### src/design/iag_pkg.sv
/*
 iag_pkg: shared constants and types for the i/o access gate and the
 programmed i/o bus between the processor end and a device controller end.
 assumes: one 25 MHz clock for both ends; instruction bit 0 is the msb.
*/
package iag_pkg;
   // instruction word layout, bit 0 is the most significant bit
   localparam int INSTR_W = 16;
   localparam logic [2:0] IO_PATTERN = 3'h3;
   localparam int IO_PAT_MSB = 15;
   localparam int IO_PAT_LSB = 13;
   localparam int AC_MSB = 12;
   localparam int AC_LSB = 11;
   localparam int OPC_MSB = 10;
   localparam int OPC_LSB = 8;
   localparam int FLAG_MSB = 7;
   localparam int FLAG_LSB = 6;
   localparam int DEV_MSB = 5;
   localparam int DEV_LSB = 0;
   localparam int DEV_W = 6;

   // segment base register: bit 2 selects address-load mode, bit 3 allows i/o
   localparam int SBR_W = 32;
   localparam int SBR_LEA_MODE_BIT = SBR_W - 1 - 2;
   localparam int SBR_IO_VALID_BIT = SBR_W - 1 - 3;

   // general i/o opcodes
   localparam logic [2:0] OPC_NO_XFER = 3'h0;
   localparam logic [2:0] OPC_IN_A = 3'h1;
   localparam logic [2:0] OPC_OUT_A = 3'h2;
   localparam logic [2:0] OPC_IN_B = 3'h3;
   localparam logic [2:0] OPC_OUT_B = 3'h4;
   localparam logic [2:0] OPC_IN_C = 3'h5;
   localparam logic [2:0] OPC_OUT_C = 3'h6;
   localparam logic [2:0] OPC_SKIP = 3'h7;

   // flag controls (f) and flag tests (t)
   localparam logic [1:0] FLAG_NONE = 2'h0;
   localparam logic [1:0] FLAG_START = 2'h1;
   localparam logic [1:0] FLAG_CLEAR = 2'h2;
   localparam logic [1:0] FLAG_PULSE = 2'h3;
   localparam logic [1:0] TEST_BUSY_SET = 2'h0;
   localparam logic [1:0] TEST_BUSY_ZERO = 2'h1;
   localparam logic [1:0] TEST_DONE_SET = 2'h2;
   localparam logic [1:0] TEST_DONE_ZERO = 2'h3;

   localparam int DATA_W = 16;
   localparam logic [15:0] DATA_ZERO = 16'h0000;

   // unanswered bus request gives up after this long (longest time, rounds down)
   localparam int CLK_MHZ = 25;
   localparam int IO_TIMEOUT_NS = 2000;
   localparam int IO_TIMEOUT_CYC = IO_TIMEOUT_NS * CLK_MHZ / 1000;
   localparam int TCNT_W = 7;

   // decode verdict of the gate
   typedef enum logic [2:0] {
      IAG_V_NONE = 3'h0,
      IAG_V_IO_EXEC = 3'h1,
      IAG_V_LEA = 3'h2,
      IAG_V_EXT_LEA = 3'h3,
      IAG_V_PROT_FAULT = 3'h4
   } iag_verdict_t;

   // direction decoding of a general i/o opcode, whichever buffer it names
   function automatic logic iag_is_output(input logic [2:0] opc);
      iag_is_output = (opc == OPC_OUT_A) || (opc == OPC_OUT_B) || (opc == OPC_OUT_C);
   endfunction

   function automatic logic iag_is_input(input logic [2:0] opc);
      iag_is_input = (opc == OPC_IN_A) || (opc == OPC_IN_B) || (opc == OPC_IN_C);
   endfunction
endpackage

### src/design/iag_io_if.sv
/*
 iag_io_if: the shared programmed i/o bus between the processor end and
 device controller ends.
 assumes: both ends on one clock; a single device end answers per code.
*/
`timescale 1ns/100ps
`default_nettype none
interface iag_io_if;
   import iag_pkg::*;
   logic req;
   logic out_dir;
   logic [5:0] dev_code;
   logic [2:0] io_func;
   logic [1:0] flag_ctl;
   logic two_byte;
   logic [15:0] wdata;
   logic ack;
   logic [15:0] rdata;
   logic cond;

   modport cpu (
      output req, out_dir, dev_code, io_func, flag_ctl, two_byte, wdata,
      input ack, rdata, cond
   );
   modport dev (
      input req, out_dir, dev_code, io_func, flag_ctl, two_byte, wdata,
      output ack, rdata, cond
   );
endinterface
`default_nettype wire

### src/design/iag_cpu_end.sv
/*
 iag_cpu_end: processor-side i/o access gate. decides how an i/o or
 address-load opcode is treated and runs the programmed i/o transfer.
 assumes: upstream decode flags the address-load opcodes; segment base
 of the running segment is presented with the instruction; one clock.
*/
//Overview of operation
// - translation off: ignore segment base, run i/o
// - translation on: check current segment base first
// - base bit 2 set: decode as address load
// - base bit 2 clear: decode as i/o
// - only basic address load is reinterpreted
// - base bit 3 set: i/o may execute
// - base bit 3 clear: protection violation
// - one operation at a time per bus
// - transfer moves one or two bytes
// - direction named from the computer side
// - bus used only by i/o instructions, setup
// - word channel moves blocks on its own
// - i/o recognised by 011 in bits 0-2
// - bits 10-15 select one of 64 devices
`timescale 1ns/100ps
`default_nettype none
module iag_cpu_end
   import iag_pkg::*;
(
   input wire logic clk,
   input wire logic rst,
   input wire logic ce,
   input wire logic issue,
   input wire logic [15:0] instr,
   input wire logic is_lea_op,
   input wire logic is_ext_lea_op,
   input wire logic xlat_en,
   input wire logic [31:0] seg_base,
   input wire logic [15:0] acc_in,
   input wire logic two_byte,
   iag_io_if.cpu bus,
   output logic busy,
   output logic done,
   output iag_verdict_t verdict,
   output logic fault,
   output logic [15:0] acc_out,
   output logic skip,
   output logic timeout
);
   // one-hot sequencer: idle takes an issue, wait holds the bus request
   typedef enum logic [1:0] {
      IAG_S_IDLE = 2'b01,
      IAG_S_WAIT = 2'b10
   } iag_cpu_fsm_t;

   // every register of this end in one word; the bus outputs are fields
   // of it, so nothing combinational ever reaches a pin
   typedef struct packed {
      iag_cpu_fsm_t state;
      logic req;
      logic out_dir;
      logic [5:0] dev_code;
      logic [2:0] io_func;
      logic [1:0] flag_ctl;
      logic two_byte;
      logic [15:0] wdata;
      logic busy;
      logic done;
      iag_verdict_t verdict;
      logic fault;
      logic [15:0] acc_out;
      logic skip;
      logic timeout;
      logic [TCNT_W-1:0] tcount;
   } iag_cpu_state_t;

   iag_cpu_state_t s;
   iag_cpu_state_t next_s;
   logic io_pattern;
   logic candidate;
   iag_verdict_t decided;

   // the gate decision itself, purely from the opcode, the translation enable and the segment base;
   // extended forms are tested first so the mode bit can never reach them,
   // and the valid bit matters only in i/o mode, as an address load needs no i/o right
   always_comb begin
      io_pattern = (instr[IO_PAT_MSB:IO_PAT_LSB] == IO_PATTERN);
      // a basic address load shares the i/o treatment only while translation is on
      candidate = io_pattern || is_lea_op;
      // anything that is neither i/o nor address load is not this gate's business
      decided = IAG_V_NONE;
      if (is_ext_lea_op) begin
         // extended, short and long forms never follow the mode bit
         decided = IAG_V_EXT_LEA;
      end else if (!xlat_en) begin
         // physical mode: the segment base is not looked at at all
         if (io_pattern) begin
            decided = IAG_V_IO_EXEC;
         end else if (is_lea_op) begin
            decided = IAG_V_LEA;
         end
      end else if (candidate) begin
         if (seg_base[SBR_LEA_MODE_BIT]) begin
            decided = IAG_V_LEA;
         end else if (seg_base[SBR_IO_VALID_BIT]) begin
            decided = IAG_V_IO_EXEC;
         end else begin
            decided = IAG_V_PROT_FAULT;
         end
      end
   end

   // sequencing of the programmed transfer
   always_comb begin
      next_s = s;
      next_s.done = 1'b0;
      next_s.timeout = 1'b0;
      case (s.state)
         IAG_S_IDLE: begin
            next_s.busy = 1'b0;
            // an issue while a request is pending is dropped without notice,
            // so upstream must wait for busy low before presenting the next
            if (issue) begin
               next_s.verdict = decided;
               next_s.fault = (decided == IAG_V_PROT_FAULT);
               next_s.skip = 1'b0;
               next_s.acc_out = DATA_ZERO;
               if (decided == IAG_V_IO_EXEC) begin
                  // bus driven only for an i/o instruction that may run
                  // the whole request is latched at once, so it stands
                  // unchanged on the bus until it is answered
                  next_s.req = 1'b1;
                  next_s.io_func = instr[OPC_MSB:OPC_LSB];
                  next_s.out_dir = iag_is_output(instr[OPC_MSB:OPC_LSB]);
                  next_s.dev_code = instr[DEV_MSB:DEV_LSB];
                  next_s.flag_ctl = instr[FLAG_MSB:FLAG_LSB];
                  next_s.two_byte = two_byte;
                  next_s.wdata = two_byte ? acc_in : {8'h00, acc_in[7:0]};
                  next_s.tcount = '0;
                  next_s.busy = 1'b1;
                  next_s.state = IAG_S_WAIT;
               end else begin
                  // a violation ends here: no request, no device flag touched
                  next_s.req = 1'b0;
                  next_s.done = 1'b1;
               end
            end
         end
         IAG_S_WAIT: begin
            // request stands alone on the bus until answered or abandoned
            if (bus.ack) begin
               next_s.req = 1'b0;
               next_s.busy = 1'b0;
               next_s.done = 1'b1;
               next_s.skip = bus.cond;
               // one-byte reads are masked again here, so a careless controller
               // can never leak a stale upper byte into the accumulator
               if (iag_is_input(s.io_func)) begin
                  next_s.acc_out = s.two_byte ? bus.rdata : {8'h00, bus.rdata[7:0]};
               end
               next_s.state = IAG_S_IDLE;
            end else if (s.tcount == TCNT_W'(IO_TIMEOUT_CYC - 1)) begin
               // no controller at this code: give up rather than hang the bus
               // limitation: a controller answering later than this is ignored,
               // its late ack falls on an idle sequencer and is dropped
               next_s.req = 1'b0;
               next_s.busy = 1'b0;
               next_s.done = 1'b1;
               next_s.timeout = 1'b1;
               next_s.state = IAG_S_IDLE;
            end else begin
               next_s.tcount = s.tcount + TCNT_W'(1);
            end
         end
         // an illegal state code returns to idle and drops the request
         default: begin
            next_s.state = IAG_S_IDLE;
            next_s.req = 1'b0;
            next_s.busy = 1'b0;
         end
      endcase
   end

   // whole state in one register; ce low freezes everything
   // reset leaves the sequencer idle with a none verdict, so the first
   // issue right after release is taken at once
   always_ff @(posedge clk or posedge rst) begin
      if (rst) begin
         s <= '0;
         s.state <= IAG_S_IDLE;
         s.verdict <= IAG_V_NONE;
      end else if (ce) begin
         s <= next_s;
      end
   end

   // all outputs straight from the state register
   // registered outputs cost a cycle of latency but keep the bus glitch free
   assign bus.req = s.req;
   assign bus.out_dir = s.out_dir;
   assign bus.dev_code = s.dev_code;
   assign bus.io_func = s.io_func;
   assign bus.flag_ctl = s.flag_ctl;
   assign bus.two_byte = s.two_byte;
   assign bus.wdata = s.wdata;
   assign busy = s.busy;
   assign done = s.done;
   assign verdict = s.verdict;
   assign fault = s.fault;
   assign acc_out = s.acc_out;
   assign skip = s.skip;
   assign timeout = s.timeout;
endmodule // iag_cpu_end
`default_nettype wire

### src/flat_wrapper.sv
// flat-port wrapper written by rule: the top's interface ports become plain ports
module iag_cpu_end_flat import iag_pkg::*;
  (clk, rst, ce, issue, instr, is_lea_op, is_ext_lea_op, xlat_en, seg_base, acc_in, two_byte, busy, done, verdict, fault, acc_out, skip, timeout, bus_req, bus_out_dir, bus_dev_code, bus_io_func, bus_flag_ctl, bus_two_byte, bus_wdata, bus_ack, bus_rdata, bus_cond);
  iag_io_if bus_i ();
  input wire logic clk;
  input wire logic rst;
  input wire logic ce;
  input wire logic issue;
  input wire logic [15:0] instr;
  input wire logic is_lea_op;
  input wire logic is_ext_lea_op;
  input wire logic xlat_en;
  input wire logic [31:0] seg_base;
  input wire logic [15:0] acc_in;
  input wire logic two_byte;
  output logic busy;
  output logic done;
  output iag_verdict_t verdict;
  output logic fault;
  output logic [15:0] acc_out;
  output logic skip;
  output logic timeout;
  output wire logic [$bits(bus_i.req)-1:0] bus_req;
  output wire logic [$bits(bus_i.out_dir)-1:0] bus_out_dir;
  output wire logic [$bits(bus_i.dev_code)-1:0] bus_dev_code;
  output wire logic [$bits(bus_i.io_func)-1:0] bus_io_func;
  output wire logic [$bits(bus_i.flag_ctl)-1:0] bus_flag_ctl;
  output wire logic [$bits(bus_i.two_byte)-1:0] bus_two_byte;
  output wire logic [$bits(bus_i.wdata)-1:0] bus_wdata;
  input wire logic [$bits(bus_i.ack)-1:0] bus_ack;
  input wire logic [$bits(bus_i.rdata)-1:0] bus_rdata;
  input wire logic [$bits(bus_i.cond)-1:0] bus_cond;
  assign bus_req = bus_i.req;
  assign bus_out_dir = bus_i.out_dir;
  assign bus_dev_code = bus_i.dev_code;
  assign bus_io_func = bus_i.io_func;
  assign bus_flag_ctl = bus_i.flag_ctl;
  assign bus_two_byte = bus_i.two_byte;
  assign bus_wdata = bus_i.wdata;
  assign bus_i.ack = bus_ack;
  assign bus_i.rdata = bus_rdata;
  assign bus_i.cond = bus_cond;
  iag_cpu_end u_core (.clk(clk), .rst(rst), .ce(ce), .issue(issue), .instr(instr), .is_lea_op(is_lea_op), .is_ext_lea_op(is_ext_lea_op), .xlat_en(xlat_en), .seg_base(seg_base), .acc_in(acc_in), .two_byte(two_byte), .bus(bus_i), .busy(busy), .done(done), .verdict(verdict), .fault(fault), .acc_out(acc_out), .skip(skip), .timeout(timeout));
endmodule
### config.mk
export PLATFORM = sky130hd
export DESIGN_NAME = iag_cpu_end_flat
export DESIGN_NICKNAME = d
export VERILOG_FILES = /design/src/design/iag_pkg.sv /design/src/design/iag_io_if.sv /design/src/design/iag_cpu_end.sv /design/src/flat_wrapper.sv
export SDC_FILE = /design/constraint.sdc
export NUM_CORES = 1
export LEC_CHECK = 0
export ABC_AREA = 1
export BUFFER_PORTS_ARGS = -buffer_cell sky130_fd_sc_hd__buf_2
export CAP_MARGIN = 30
export CORE_MARGIN = 8
export CORE_UTILIZATION = 25
export DETAILED_ROUTE_END_ITERATION = 12
export GPL_TIMING_DRIVEN = 1
export PLACE_DENSITY = 0.48
export SLEW_MARGIN = 5
export SYNTH_ARGS = -nofsm -noshare
export SYNTH_HDL_FRONTEND = slang
export SYNTH_SLANG_ARGS = --single-unit
export TNS_END_PERCENT = 1
### constraint.sdc
create_clock -name clk -period 2.1 [get_ports clk]
set_input_delay 0 -clock clk [delete_from_list [all_inputs] [get_ports clk]]
set_output_delay 0 -clock clk [all_outputs]
set_load 0.03 [all_outputs]
==> impl_metrics.yaml <==
cts:
  clk_latency_ns: 0.33
  cts_sinks: 63
  cts_max_path_buffers: 2
  cts_tree: "built"
  cts_resized: 0
  root_buffer: "clkbuf_16"
  clk_pin_slew_ns: 0.05
  cts_setup_buffers: 0
  cts_made_buffers: 9
  cts_max_level: 3
floorplanning:
  die_h_um: 129
  die_w_um: 129
  coreArea_um2: 12500
  io_pins: 144
  die_area_um2: 16600
  fp-row-count: 41
  start_util_pct: 25.5
setup_path:
  cp.arrival_ns: 2.11
  critPathMaxStageDelay_ns: 0.54
  end_kind: "register"
  critPathSlowestCell: "dfstp_2"
  required_ns: 2.30
  path_cells: "inv_1, ha_1, buf_4, nand3_1, dlygate4sd3_1, o21ai_0"
  worst-setup-path-type: "register to register"
  path_max_fanout: 12
  startpoint_type: "register"
sta:
  slew-limit-headroom_pct: 61.7
  setup_viol: 0
  hold_violations: 0
  rsz0062_at_grt: "no"
  fmaxAchievable_mhz: 523
  period_share_pct: 91.0
  drv_slew: 0
  setup_tns_ns: 0
  clock_skew_ns: 0.00573
  period_needed_ns: 1.91
  worst_slew_pin_slew_ns: 0.574
logic_synthesis:
  postSynthAreaPerCell_um2: 8.22
  synth-async-reset-ratio_pct: 100
  synth_area_um2: 3190
  ys_ff_latch: 63
  ys_types: 26
  synthFlopType: "dfrtp_1"
  ys_seq_area_share_pct: 49.5
  ys_warn_count: 0
  synth_top_area_share_pct: 48.6
  synth_top_cell_by_area: "dfrtp_1"
  synth_edf_count: 0
  syn_inst: 388
  synth_area_leaders: "dfrtp_1 49%, nand2_1 15%, buf_4 11%, nand3_1 4.9%, inv_1 4.6%"
  syn_nets: 482
detailed_routing:
  ant_nets: 0
  drcViolationCount: 0
  drt_iter0_drc: 86
  drt-vias-per-instance: 4.00
  detail_route.first_pass.iterations: 4
  vias: 2753
  routed_wl_um: 8540
  wl_per_cell_um: 12.4
place:
  placedCellCount: 622
  gp_congestion: 0.794
  hpwlAfterDp_um: 6080
  io_buffer_count: 111
finish:
  final_common_cell: "nand2_1"
  final_layout_size_suffix_gt1_share_pct: 27.9
  nFillCells: 1331
  num_antenna_cells: 0
  instances_no_fill: 688
  area_delta_synth_final_pct: 39.8
  final_cell_mix: "126 x nand2_1, 111 x buf_2, 62 x dfrtp_1, 50 x dlygate4sd3_1, 38 x inv_1"
  layout.nets: 605
global_routing:
  grt_pass1_wl_um: 14100
  antenna_found_initial: 0
  grt_start_max_net_pins: 40
  grt_usage_pct: 10.9
  grt_pass1_vias: 2820
  grt-ovfl-total: 0
status:
  status: "complete, no violations"
worst_hold_path:
  hold_path.class: "primary input to register"
power_and_ir_drop:
  powerDensity_nw_per_um2: 927
  ir_worst_vdd_v: 0.000326
  total_power_w: 0.00414
  p_leak_nw: 2.40
run:
  cap_violations: 0
## per-stage QoR
| step | hold WS, ns | setup slack (ns) | cell area [um2] | util (%) |
|---|---|---|---|---|
| after global placement | 0.0983 | 0.273 | 3640 | 29.0 |
| after global routing | 0.166 | 0.0734 | 4460 | 35.6 |
| after floorplan | 0.110 | 0.351 | 3190 | - |
| after CTS | 0.100 | 0.178 | 4460 | 35.6 |
| final | 0.114 | 0.188 | 4460 | 35.6 |
| after detailed placement | 0.109 | 0.258 | 3640 | 29.0 |
## flip-flops by register name, indices dropped and copies added (netlist names)
name / cells
u_core.acc_out: 16
u_core.bus.wdata: 16
u_core.s: 9
u_core.bus.dev_code: 6
u_core.bus.io_func: 3
u_core.verdict: 3
u_core.bus.flag_ctl: 2
u_core.bus.out_dir: 1
u_core.bus.req: 1
u_core.bus.two_byte: 1
u_core.busy: 1
u_core.done: 1
u_core.fault: 1
u_core.skip: 1
u_core.timeout: 1
## cell families after synthesis
| kind of cell | after synthesis | share of synthesized area (%) |
|---|---|---|
| AOI/OAI and AO/OA | 42 | 7.65 |
| adders and majority gates | 4 | 1.57 |
| buffers and inverters | 98 | 17.8 |
| DFF | 63 | 49.5 |
| and+or+nand+nor | 181 | 23.5 |
## layout make-up
class                   instances  area (um2)  area share (%)
flip-flops and latches         63        1580            35.4
repair buffers                169        1140            25.6
multi-input cells             227        1050            23.4
clock buffers                  13         260            5.83
well taps                     172         215            4.82
inverters                      41         156            3.51
clock inverters                 3        65.1            1.46
## cell usage after synthesis (2+ instances only)
library cell,number
ha_1,4
buf_6,2
o21ai_1,11
nand3_1,31
o21a_1,2
buf_4,48
buf_2,3
nand2_1,126
nand4_1,4
o21ai_0,21
nor3_1,3
nor2_1,12
dfrtp_1,62
nand2_2,2
a21oi_1,5
inv_1,39
clkbuf_1,4
## layer usage
metal,part of all wire (%),wire length [um],global-route usage (%)
met1,46,3910,13.4
met2,47,4030,17.3
met3,6.0,508,3.72
met4,1.0,87,3.94
met5,0,0,0
## timing repair
action,in CTS,in global routing
endpoints found under the setup margin,0,0
hold buffers,50,0
hold endpoints to repair,74,0
## final timing paths
path | slack [ns] | cells past startpoint | from | to
setup / recovery | 0.19 | 6 | u_core.s[61] | u_core.skip
hold / removal | 0.11 | 5 | issue | u_core.verdict[0]
setup reg to reg | 0.19 | 6 | u_core.s[61] | u_core.skip
hold reg to reg | 0.47 | 2 | u_core.bus.wdata[1] | u_core.bus.wdata[1]
max in group asynchronous | 1.14 | 4 | rst | u_core.s[61]
min in group asynchronous | 0.28 | 3 | rst | u_core.acc_out[3]
## power breakdown
| part | leakage (nW) | internal, W | switching [W] | total (W) |
|---|---|---|---|---|
| sequential | 0.858 | 0.00138 | 0.0000877 | 0.00146 |
| clock | 0.160 | 0.00110 | 0.000521 | 0.00162 |
| combinational | 1.38 | 0.000356 | 0.000694 | 0.00105 |
| total | 2.40 | 0.00283 | 0.00130 | 0.00414 |
## worst max-delay path: cells and delay by family (launching register included)
family | cells | cell delay [ns]
and+or+nand+nor | 1 | 0.10
AOI/OAI and AO/OA | 1 | 0.07
adders and majority gates | 1 | 0.27
buffers and inverters | 3 | 0.81
DFF | 1 | 0.54
Note: power is estimated with default switching activity, not from simulation.
